<file path="config.mk">
export PLATFORM = sky130hd
export DESIGN_NAME = ocrs_top
export DESIGN_NICKNAME = d
export VERILOG_FILES = /design/src/ocrs_pkg.sv /design/src/ocrs_top.sv
export SDC_FILE = /design/constraint.sdc
export NUM_CORES = 1
export LEC_CHECK = 0
export ABC_AREA = 0
export ABC_CLOCK_PERIOD_IN_PS = 4000
export BUFFER_PORTS_ARGS = -buffer_cell sky130_fd_sc_hd__buf_2
export CAP_MARGIN = 20
export CORE_MARGIN = 2
export CORE_UTILIZATION = 35
export DETAILED_ROUTE_END_ITERATION = 6
export GPL_TIMING_DRIVEN = 0
export PLACE_DENSITY = 0.57
export SYNTH_ARGS = -nofsm -noshare
export SYNTH_HDL_FRONTEND = slang
export SYNTH_SLANG_ARGS = --single-unit
</file>
<file path="constraint.sdc">
create_clock -name i_clk_sys -period 4 [get_ports i_clk_sys]
set_input_delay 0.4 -clock i_clk_sys [delete_from_list [all_inputs] [get_ports i_clk_sys]]
set_output_delay 0.4 -clock i_clk_sys [all_outputs]
set_load 0.01 [all_outputs]
</file>
<file path="src/ocrs_pkg.sv">
// package: register map, field positions and codes of the output clock rate selector
package ocrs_pkg;
  // ---------------------------------------------------------------
  // register offsets
  // ---------------------------------------------------------------
  localparam logic [7:0] ADDR_LF_SRC = 8'h35;
  localparam logic [7:0] ADDR_SYNTH_STD = 8'h38;
  localparam logic [7:0] ADDR_SYNTH_SEL = 8'h39;
  localparam logic [7:0] ADDR_P12 = 8'h60;
  localparam logic [7:0] ADDR_P34 = 8'h61;
  localparam logic [7:0] ADDR_P56 = 8'h62;
  localparam logic [7:0] ADDR_P7EN = 8'h63;
  localparam logic [7:0] ADDR_AUX_MODE = 8'h64;
  localparam logic [7:0] ADDR_MAIN_MODE = 8'h65;
  localparam logic [7:0] ADDR_SYNC_CTL = 8'h7A;
  localparam logic [7:0] RESET_VAL = 8'h00;

  // ---------------------------------------------------------------
  // field positions
  // ---------------------------------------------------------------
  localparam int LF_SRC_BIT = 4;
  localparam int AUX_FB_BIT = 6;
  localparam int SYNTH_A_STD_BIT = 5;
  localparam int SYNTH_B_STD_BIT = 6;
  localparam int SYNTH_A_LSB = 4;
  localparam int SYNTH_B_LSB = 6;
  localparam int MODE_LSB = 0;
  localparam int SHARE_FREQ_LSB = 4;
  localparam int SHARE_EN_BIT = 6;
  localparam int COMP_EN_BIT = 4;
  localparam int LINE_EN_BIT = 5;
  localparam int FRAME_DIS_BIT = 6;
  localparam int MFRAME_DIS_BIT = 7;
  localparam int SYNC_2K_PULSE_BIT = 0;
  localparam int SYNC_2K_INV_BIT = 1;
  localparam int SYNC_8K_PULSE_BIT = 2;
  localparam int SYNC_8K_INV_BIT = 3;
  localparam int SYNC_SRC_BIT = 7;

  // ---------------------------------------------------------------
  // per-port selector codes
  // ---------------------------------------------------------------
  localparam logic [3:0] SEL_OFF = 4'h0;
  localparam logic [3:0] SEL_2K = 4'h1;
  localparam logic [3:0] SEL_8K = 4'h2;
  localparam logic [3:0] SEL_SYN_B = 4'h3;
  localparam logic [3:0] SEL_SYN_A = 4'h4;
  localparam logic [3:0] SEL_M48 = 4'h5;
  localparam logic [3:0] SEL_M16 = 4'h6;
  localparam logic [3:0] SEL_M12 = 4'h7;
  localparam logic [3:0] SEL_M8 = 4'h8;
  localparam logic [3:0] SEL_M6 = 4'h9;
  localparam logic [3:0] SEL_M4 = 4'hA;
  localparam logic [3:0] SEL_A64 = 4'hB;
  localparam logic [3:0] SEL_A48 = 4'hC;
  localparam logic [3:0] SEL_A16 = 4'hD;
  localparam logic [3:0] SEL_A8 = 4'hE;
  localparam logic [3:0] SEL_A4 = 4'hF;

  // divider span: common multiple of every tap, so all taps stay phase aligned
  localparam int DIV_SPAN = 192;
  localparam logic [2:0] MAIN_MODE_LAST = 3'h5;

  // port indices with special tap tables, and the port that times sync pulses (zero based)
  localparam int PORT_FOUR = 3;
  localparam int PORT_FIVE = 4;
  localparam int PORT_SIX = 5;
  localparam int PORT_SEVEN = 6;
  localparam int PORT_THREE = 2;

  // sync channel indices
  localparam int SYNC_PORT_2K = 0;
  localparam int SYNC_PORT_8K = 1;
  localparam int SYNC_MFRAME = 2;
  localparam int SYNC_FRAME = 3;

  typedef struct packed {
    logic std_sonet;
    logic [1:0] code;
  } ocrs_synth_sel_s;

  typedef struct packed {
    logic [2:0] main_mode;
    logic main_mode_bad;
    logic [2:0] aux_mode;
    logic aux_from_main;
    logic [1:0] share_freq;
    logic aux_analog_fb;
    logic lf_from_aux;
  } ocrs_path_cfg_s;
endpackage : ocrs_pkg

</file>
<file path="src/ocrs_top.sv">
// output clock rate selector: registers, tap dividers, port muxes and sync shaping
`timescale 1ns/1ns
`default_nettype none
module ocrs_top #(
  parameter int NUM_PORTS = 7
) (
  input wire logic i_clk_sys,
  input wire logic i_rstn,
  input wire logic [7:0] i_reg_addr,
  input wire logic i_reg_wr,
  input wire logic [7:0] i_reg_wdata,
  input wire logic i_reg_rd,
  output logic [7:0] o_reg_rdata,
  input wire logic i_main_analog_multiplier_pll_clk,
  input wire logic i_aux_analog_multiplier_pll_clk,
  input wire logic i_synth_a_clk,
  input wire logic i_synth_b_clk,
  input wire logic i_main_2k,
  input wire logic i_main_8k,
  input wire logic i_aux_2k,
  input wire logic i_aux_8k,
  input wire logic i_main_comp_clk,
  input wire logic i_aux_comp_clk,
  input wire logic i_main_line_clk,
  input wire logic i_aux_line_clk,
  output logic [NUM_PORTS-1:0] o_port_clk,
  output logic o_composite_clock_out,
  output logic o_line_rate_clock_out,
  output logic o_frame_sync_out,
  output logic o_multiframe_sync_out,
  output ocrs_pkg::ocrs_path_cfg_s o_path_cfg,
  output ocrs_pkg::ocrs_synth_sel_s o_synth_freq_a,
  output ocrs_pkg::ocrs_synth_sel_s o_synth_freq_b
);

  // ---------------------------------------------------------------
  // register file
  // ---------------------------------------------------------------
  logic [7:0] lf_src_reg;
  logic [7:0] synth_std_reg;
  logic [7:0] synth_sel_reg;
  logic [7:0] p12_reg;
  logic [7:0] p34_reg;
  logic [7:0] p56_reg;
  logic [7:0] p7en_reg;
  logic [7:0] aux_mode_reg;
  logic [7:0] main_mode_reg;
  logic [7:0] sync_ctl_reg;

  always_ff @(posedge i_clk_sys or negedge i_rstn) begin
    if (!i_rstn) begin
      lf_src_reg <= ocrs_pkg::RESET_VAL;
      synth_std_reg <= ocrs_pkg::RESET_VAL;
      synth_sel_reg <= ocrs_pkg::RESET_VAL;
      p12_reg <= ocrs_pkg::RESET_VAL;
      p34_reg <= ocrs_pkg::RESET_VAL;
      p56_reg <= ocrs_pkg::RESET_VAL;
      p7en_reg <= ocrs_pkg::RESET_VAL;
      aux_mode_reg <= ocrs_pkg::RESET_VAL;
      main_mode_reg <= ocrs_pkg::RESET_VAL;
      sync_ctl_reg <= ocrs_pkg::RESET_VAL;
    end else if (i_reg_wr) begin
      unique case (i_reg_addr)
        ocrs_pkg::ADDR_LF_SRC: lf_src_reg <= i_reg_wdata;
        ocrs_pkg::ADDR_SYNTH_STD: synth_std_reg <= i_reg_wdata;
        ocrs_pkg::ADDR_SYNTH_SEL: synth_sel_reg <= i_reg_wdata;
        ocrs_pkg::ADDR_P12: p12_reg <= i_reg_wdata;
        ocrs_pkg::ADDR_P34: p34_reg <= i_reg_wdata;
        ocrs_pkg::ADDR_P56: p56_reg <= i_reg_wdata;
        ocrs_pkg::ADDR_P7EN: p7en_reg <= i_reg_wdata;
        ocrs_pkg::ADDR_AUX_MODE: aux_mode_reg <= i_reg_wdata;
        ocrs_pkg::ADDR_MAIN_MODE: main_mode_reg <= i_reg_wdata;
        ocrs_pkg::ADDR_SYNC_CTL: sync_ctl_reg <= i_reg_wdata;
        default: begin
          // writes to other offsets are dropped
        end
      endcase
    end
  end

  // registered read data, zero for unmapped offsets
  always_ff @(posedge i_clk_sys or negedge i_rstn) begin
    if (!i_rstn) begin
      o_reg_rdata <= ocrs_pkg::RESET_VAL;
    end else if (i_reg_rd) begin
      unique case (i_reg_addr)
        ocrs_pkg::ADDR_LF_SRC: o_reg_rdata <= lf_src_reg;
        ocrs_pkg::ADDR_SYNTH_STD: o_reg_rdata <= synth_std_reg;
        ocrs_pkg::ADDR_SYNTH_SEL: o_reg_rdata <= synth_sel_reg;
        ocrs_pkg::ADDR_P12: o_reg_rdata <= p12_reg;
        ocrs_pkg::ADDR_P34: o_reg_rdata <= p34_reg;
        ocrs_pkg::ADDR_P56: o_reg_rdata <= p56_reg;
        ocrs_pkg::ADDR_P7EN: o_reg_rdata <= p7en_reg;
        ocrs_pkg::ADDR_AUX_MODE: o_reg_rdata <= aux_mode_reg;
        ocrs_pkg::ADDR_MAIN_MODE: o_reg_rdata <= main_mode_reg;
        ocrs_pkg::ADDR_SYNC_CTL: o_reg_rdata <= sync_ctl_reg;
        default: o_reg_rdata <= ocrs_pkg::RESET_VAL;
      endcase
    end
  end

  // ---------------------------------------------------------------
  // path configuration
  // ---------------------------------------------------------------
  always_ff @(posedge i_clk_sys or negedge i_rstn) begin
    if (!i_rstn) begin
      o_path_cfg <= '0;
      o_synth_freq_a <= '0;
      o_synth_freq_b <= '0;
    end else begin
      o_path_cfg.main_mode <= main_mode_reg[ocrs_pkg::MODE_LSB +: 3];
      o_path_cfg.main_mode_bad <= (main_mode_reg[ocrs_pkg::MODE_LSB +: 3] > ocrs_pkg::MAIN_MODE_LAST);
      o_path_cfg.aux_from_main <= main_mode_reg[ocrs_pkg::SHARE_EN_BIT];
      // aux mode field is meaningless while the aux multiplier follows the main path
      o_path_cfg.aux_mode <= main_mode_reg[ocrs_pkg::SHARE_EN_BIT] ? 3'h0
                             : aux_mode_reg[ocrs_pkg::MODE_LSB +: 3];
      o_path_cfg.share_freq <= main_mode_reg[ocrs_pkg::SHARE_EN_BIT]
                               ? main_mode_reg[ocrs_pkg::SHARE_FREQ_LSB +: 2] : 2'h0;
      o_path_cfg.aux_analog_fb <= ~lf_src_reg[ocrs_pkg::AUX_FB_BIT];
      o_path_cfg.lf_from_aux <= lf_src_reg[ocrs_pkg::LF_SRC_BIT];
      o_synth_freq_a.std_sonet <= synth_std_reg[ocrs_pkg::SYNTH_A_STD_BIT];
      o_synth_freq_a.code <= synth_sel_reg[ocrs_pkg::SYNTH_A_LSB +: 2];
      o_synth_freq_b.std_sonet <= synth_std_reg[ocrs_pkg::SYNTH_B_STD_BIT];
      o_synth_freq_b.code <= synth_sel_reg[ocrs_pkg::SYNTH_B_LSB +: 2];
    end
  end

  // ---------------------------------------------------------------
  // tap dividers on both multiplier outputs
  // ---------------------------------------------------------------
  function automatic logic tap(input logic [7:0] cnt, input int div);
    int phase;
    phase = int'(cnt) % div;
    return (phase < div / 2);
  endfunction

  logic main_analog_multiplier_pll_d_reg;
  logic aux_analog_multiplier_pll_d_reg;
  logic [7:0] main_cnt_reg;
  logic [7:0] aux_cnt_reg;

  always_ff @(posedge i_clk_sys or negedge i_rstn) begin
    if (!i_rstn) begin
      main_analog_multiplier_pll_d_reg <= 1'b0;
      aux_analog_multiplier_pll_d_reg <= 1'b0;
      main_cnt_reg <= 8'h00;
      aux_cnt_reg <= 8'h00;
    end else begin
      main_analog_multiplier_pll_d_reg <= i_main_analog_multiplier_pll_clk;
      aux_analog_multiplier_pll_d_reg <= i_aux_analog_multiplier_pll_clk;
      if (i_main_analog_multiplier_pll_clk && !main_analog_multiplier_pll_d_reg) begin
        main_cnt_reg <= (main_cnt_reg == 8'(ocrs_pkg::DIV_SPAN - 1)) ? 8'h00 : main_cnt_reg + 8'h01;
      end
      if (i_aux_analog_multiplier_pll_clk && !aux_analog_multiplier_pll_d_reg) begin
        aux_cnt_reg <= (aux_cnt_reg == 8'(ocrs_pkg::DIV_SPAN - 1)) ? 8'h00 : aux_cnt_reg + 8'h01;
      end
    end
  end

  // ---------------------------------------------------------------
  // port selection
  // ---------------------------------------------------------------
  logic [3:0] port_sel [NUM_PORTS];
  logic port_2k;
  logic port_8k;
  logic [NUM_PORTS-1:0] port_next;

  always_comb begin
    port_sel[0] = p12_reg[3:0];
    port_sel[1] = p12_reg[7:4];
    port_sel[2] = p34_reg[3:0];
    port_sel[3] = p34_reg[7:4];
    port_sel[4] = p56_reg[3:0];
    port_sel[5] = p56_reg[7:4];
    port_sel[6] = p7en_reg[3:0];
  end

  always_comb begin
    port_next = '0;
    for (int p = 0; p < NUM_PORTS; p++) begin
      unique case (port_sel[p])
        ocrs_pkg::SEL_OFF: port_next[p] = 1'b0;
        ocrs_pkg::SEL_2K: port_next[p] = port_2k;
        ocrs_pkg::SEL_8K: port_next[p] = port_8k;
        ocrs_pkg::SEL_SYN_B: port_next[p] = (p == ocrs_pkg::PORT_SIX) ? tap(main_cnt_reg, 2)
                                            : i_synth_b_clk;
        ocrs_pkg::SEL_SYN_A: port_next[p] = (p == ocrs_pkg::PORT_SEVEN) ? tap(main_cnt_reg, 2)
                                            : i_synth_a_clk;
        ocrs_pkg::SEL_M48: port_next[p] = (p == ocrs_pkg::PORT_SIX) ? i_main_analog_multiplier_pll_clk
                                          : tap(main_cnt_reg, 48);
        ocrs_pkg::SEL_M16: port_next[p] = tap(main_cnt_reg, 16);
        ocrs_pkg::SEL_M12: port_next[p] = tap(main_cnt_reg, 12);
        ocrs_pkg::SEL_M8: port_next[p] = tap(main_cnt_reg, 8);
        ocrs_pkg::SEL_M6: port_next[p] = tap(main_cnt_reg, 6);
        ocrs_pkg::SEL_M4: port_next[p] = tap(main_cnt_reg, 4);
        ocrs_pkg::SEL_A64: port_next[p] = (p == ocrs_pkg::PORT_FOUR || p == ocrs_pkg::PORT_FIVE)
                                          ? tap(aux_cnt_reg, 2) : tap(aux_cnt_reg, 64);
        ocrs_pkg::SEL_A48: port_next[p] = tap(aux_cnt_reg, 48);
        ocrs_pkg::SEL_A16: port_next[p] = tap(aux_cnt_reg, 16);
        ocrs_pkg::SEL_A8: port_next[p] = tap(aux_cnt_reg, 8);
        ocrs_pkg::SEL_A4: port_next[p] = tap(aux_cnt_reg, 4);
      endcase
    end
  end

  always_ff @(posedge i_clk_sys or negedge i_rstn) begin
    if (!i_rstn) begin
      o_port_clk <= '0;
    end else begin
      o_port_clk <= port_next;
    end
  end

  // ---------------------------------------------------------------
  // composite and line-rate outputs
  // ---------------------------------------------------------------
  // the fixed rates come from the path's own synthesiser, so no mode field is consulted
  always_ff @(posedge i_clk_sys or negedge i_rstn) begin
    if (!i_rstn) begin
      o_composite_clock_out <= 1'b0;
      o_line_rate_clock_out <= 1'b0;
    end else begin
      o_composite_clock_out <= p7en_reg[ocrs_pkg::COMP_EN_BIT]
                               & (lf_src_reg[ocrs_pkg::LF_SRC_BIT] ? i_aux_comp_clk
                                  : i_main_comp_clk);
      o_line_rate_clock_out <= p7en_reg[ocrs_pkg::LINE_EN_BIT]
                               & (lf_src_reg[ocrs_pkg::LF_SRC_BIT] ? i_aux_line_clk
                                  : i_main_line_clk);
    end
  end

  // ---------------------------------------------------------------
  // sync shaping: clock or one port-three-cycle pulse, optional inversion
  // ---------------------------------------------------------------
  logic [3:0] sync_src;
  logic [3:0] sync_src_d_reg;
  logic [3:0] sync_armed_reg;
  logic [3:0] sync_pulse_reg;
  logic [3:0] sync_pulse_mode;
  logic [3:0] sync_invert;
  logic [3:0] sync_shaped;
  logic port3_d_reg;
  logic port3_rise;

  always_comb begin
    sync_src[ocrs_pkg::SYNC_PORT_2K] = sync_ctl_reg[ocrs_pkg::SYNC_SRC_BIT] ? i_aux_2k : i_main_2k;
    sync_src[ocrs_pkg::SYNC_PORT_8K] = sync_ctl_reg[ocrs_pkg::SYNC_SRC_BIT] ? i_aux_8k : i_main_8k;
    sync_src[ocrs_pkg::SYNC_MFRAME] = i_main_2k;
    sync_src[ocrs_pkg::SYNC_FRAME] = i_main_8k;
    sync_pulse_mode = {sync_ctl_reg[ocrs_pkg::SYNC_8K_PULSE_BIT], sync_ctl_reg[ocrs_pkg::SYNC_2K_PULSE_BIT],
                       sync_ctl_reg[ocrs_pkg::SYNC_8K_PULSE_BIT], sync_ctl_reg[ocrs_pkg::SYNC_2K_PULSE_BIT]};
    sync_invert = {sync_ctl_reg[ocrs_pkg::SYNC_8K_INV_BIT], sync_ctl_reg[ocrs_pkg::SYNC_2K_INV_BIT],
                   sync_ctl_reg[ocrs_pkg::SYNC_8K_INV_BIT], sync_ctl_reg[ocrs_pkg::SYNC_2K_INV_BIT]};
    port3_rise = o_port_clk[ocrs_pkg::PORT_THREE] & ~port3_d_reg;
    for (int k = 0; k < 4; k++) begin
      sync_shaped[k] = (sync_pulse_mode[k] ? sync_pulse_reg[k] : sync_src[k]) ^ sync_invert[k];
    end
    port_2k = sync_shaped[ocrs_pkg::SYNC_PORT_2K];
    port_8k = sync_shaped[ocrs_pkg::SYNC_PORT_8K];
  end

  // a slow port-three clock stretches or swallows pulses; it must run at 1544 kHz or more
  always_ff @(posedge i_clk_sys or negedge i_rstn) begin
    if (!i_rstn) begin
      port3_d_reg <= 1'b0;
      sync_src_d_reg <= 4'h0;
      sync_armed_reg <= 4'h0;
      sync_pulse_reg <= 4'h0;
    end else begin
      port3_d_reg <= o_port_clk[ocrs_pkg::PORT_THREE];
      sync_src_d_reg <= sync_src;
      for (int k = 0; k < 4; k++) begin
        if (port3_rise) begin
          sync_pulse_reg[k] <= sync_armed_reg[k];
        end
        // a new source edge wins over the clear in the same cycle
        if (sync_src[k] && !sync_src_d_reg[k]) begin
          sync_armed_reg[k] <= 1'b1;
        end else if (port3_rise) begin
          sync_armed_reg[k] <= 1'b0;
        end
      end
    end
  end

  always_ff @(posedge i_clk_sys or negedge i_rstn) begin
    if (!i_rstn) begin
      o_frame_sync_out <= 1'b0;
      o_multiframe_sync_out <= 1'b0;
    end else begin
      o_frame_sync_out <= ~p7en_reg[ocrs_pkg::FRAME_DIS_BIT] & sync_shaped[ocrs_pkg::SYNC_FRAME];
      o_multiframe_sync_out <= ~p7en_reg[ocrs_pkg::MFRAME_DIS_BIT]
                               & sync_shaped[ocrs_pkg::SYNC_MFRAME];
    end
  end

endmodule // ocrs_top
`default_nettype wire

</file>
==> reports/results.tsv <==
metric	value	unit
H-Tree Depth	4	
root buf cell	clkbuf_16	
Yosys cell types	68	
via count	6432	
Placeable Area	22430	sq um
Die Span X	154.6	um
GRT Util Overall	0.1878	
top post-synthesis cells by area	dfrtp_1 (47%), mux2_2 (12%), nand2_1 (3.4%)	
path depth of the worst reg2reg path	16	
fin crit share	0.9514	
Avg Synthesized Cell Area	10.09	sq um
Net Count, Synth	827	
Seq/Total Area, Yosys	0.4664	
max FFs per register	12	
port bufs	56	
Final Hold Fails	0	
status	complete, no violations	
Worst-Margin Slew	919.1	ps
Final Core Density	0.4139	
Yosys reg bits	148	
CTS Buf Count	17	
fin nets	909	
TritonCTS sink count	148	
WP data required	4300	ps
Leakage	4.182	nW
clk_skew	11.52	ps
Biggest register	o_path_cfg	
Worst slew margin	0.3805	
Starting Density	0.3540	
Routed WL	21820	um
prevailing post-synth register cell	dfrtp_1	
vias in the first global route	6276	
vias per inst	5.512	
largest net degree at the start of global routing	98	
Post-Syn Instances	787	
asr flop ratio synth	1.000	
Synthesis Warnings	0	
DRT Pass-1 Iters	5	
PD cells	491.0	nW/um^2
GRT Residual Overflow	0	
Cell Area, Synth	7941	sq um
Max Fclk	262.8	MHz
final setup vio count	0	
Reg clk slew, reported paths	60	ps
share of the synthesized area in the top cell type	0.4664	
most frequent cells after synthesis	dfrtp_1 (148), mux2_2 (84), nand2_1 (72)	
Hold WC Path Type	input port to flop	
critical path startpoint category	flop	
gp weighted congestion	0.8513	
area delta synth->final	16.92	%
setup TNS	0	ps
drt drc	0	
post-layout minimum cycle time	3806	ps
EDFF count, synth	0	
max-cap violation count	0	
critical path arrival	4110	ps
CP endpoint kind	flop	
Peak VDD IR	210.6	uV
routed length per instance	18.69	um
io pins	69	
Hold Path Cell Cnt	1	
Iteration-0 DRC Markers	541	
CTS tree	built	
post-synth top area cell	dfrtp_1	
Setup CP Type	flop to flop	
Pwr Total	0.004559	W
DP HPWL	15060	um
most frequent cell after synthesis	dfrtp_1	
share of layout cells above drive strength 1	0.2313	
clock buffer depth	2	
Ant. Diodes	0	
initial antenna violation count	0	
worst-skew pair later-pin latency	430	ps
Final ANT Viol Nets	0	
row count	55	
Critical Path Fanout Max	10	
Die Y	154.6	um
first-pass GRT wire length	34920	um
Slew Limit Fails	0	
Die ar.	23910	sq um
-- critical path, cell delays in order (launching register included) --
cell and delay [ps]:
dfrtp_2 440, buf_4 190, clkbuf_1 100, ha_1 330, and4bb_2 260, a211oi_1 240, o21ai_1 120, clkbuf_4 190
and3_1 200, o21ai_0 160, o211ai_1 120, ha_2 210, xnor2_1 150, a2111oi_0 70, or4_1 400, clkbuf_4 200
a211o_1 290
-- path summary, 6_finish.rpt --
kind,start,endpoint,slack [ps]
max in group asynchronous,i_rstn,o_path_cfg[4],2640
min,i_aux_analog_multiplier_pll_clk,aux_analog_multiplier_pll_d_reg,90
max,main_cnt_reg[6],o_port_clk[5],190
max reg2reg,main_cnt_reg[6],o_port_clk[5],190
min reg2reg,synth_sel_reg[6],o_synth_freq_b[0],410
min in group asynchronous,i_rstn,main_cnt_reg[2],500
-- metrics by stage --
stage	cells	instance area (sq um)	setup WS, ps	hold slack [ps]
detailed placement	1131	8641	111.2	395.3
global placement	1128	8578	88.97	398.0
floorplan	787	7941	471.6	104.4
finish	1167	9285	194.3	90.04
global route	1167	9285	-2.121	78.60
CTS	1164	9254	93.90	69.88
-- where the power goes --
part | switching (W) | internal, W | total (W)
clock network | 0.000704 | 0.000956 | 0.00166
logic | 0.000703 | 0.000424 | 0.00113
registers | 0.000128 | 0.00165 | 0.00177
total | 0.00153 | 0.00303 | 0.00456
-- area by class of cell --
class / instances / area (sq um)
inverter: 29 / 108.9
clock buffer: 18 / 439.2
fill: 2219 / 13150
timing repair buffer: 63 / 356.6
sequential: 148 / 3705
multi-input combinational: 550 / 3904
tap: 285 / 356.6
clock inverter: 14 / 163.9
buffer: 60 / 251.5
-- cells by family after synthesis --
kind of cell               Yosys count  synth area share
xor gates and xnor gates            14           0.01544
AOI/OAI and AO/OA                  201            0.1698
adders and majority gates            8           0.01260
DFF                                148            0.4664
buffers and inverters               89           0.04443
muxes                              106            0.1500
and+or+nand+nor                    221            0.1413
-- layout by cell type, fill, tap and decap left out, drive strengths merged, types with 3 or more instances in the layout --
| cell | instances |
|---|---|
| inv | 36 |
| o311ai | 5 |
| clkbuf | 59 |
| dfrtp | 148 |
| nand3 | 8 |
| ha | 8 |
| a221oi | 3 |
| o21ai | 56 |
| a22oi | 17 |
| a32o | 6 |
| nor3 | 18 |
| or2 | 3 |
| nor4 | 3 |
| buf | 81 |
| and3 | 12 |
| o22ai | 15 |
| a2111oi | 4 |
| a21o | 3 |
| o211ai | 11 |
| and3b | 3 |
| a21oi | 32 |
| a311oi | 3 |
| nand4 | 7 |
| nand2b | 11 |
| nor2 | 43 |
| xnor2 | 11 |
| nor2b | 14 |
| mux2i | 20 |
| a31oi | 14 |
| clkinv | 3 |
| and2 | 5 |
| or3 | 3 |
| mux2 | 84 |
| nand2 | 72 |
| xor2 | 3 |
| a22o | 6 |
| nor3b | 6 |
| a211oi | 8 |
-- repair_timing --
item,in CTS,in global routing
hold buffers,1,0
setup buffers,0,1
hold endpoints to repair,51,0
endpoints found under the setup margin,0,7
resized for setup,0,7
-- routing by layer --
| layer | global-route usage | wire, um | vias up |
|---|---|---|---|
| met3 | 0.03362 | 1175 | 19 |
| li1 | - | - | 3038 |
| met1 | 0.2742 | 10510 | 3182 |
| met2 | 0.2827 | 9793 | 193 |
| met4 | 0.06041 | 333 | 0 |
| met5 | 0 | 0 | - |
Note: power is estimated with default switching activity, not from simulation.
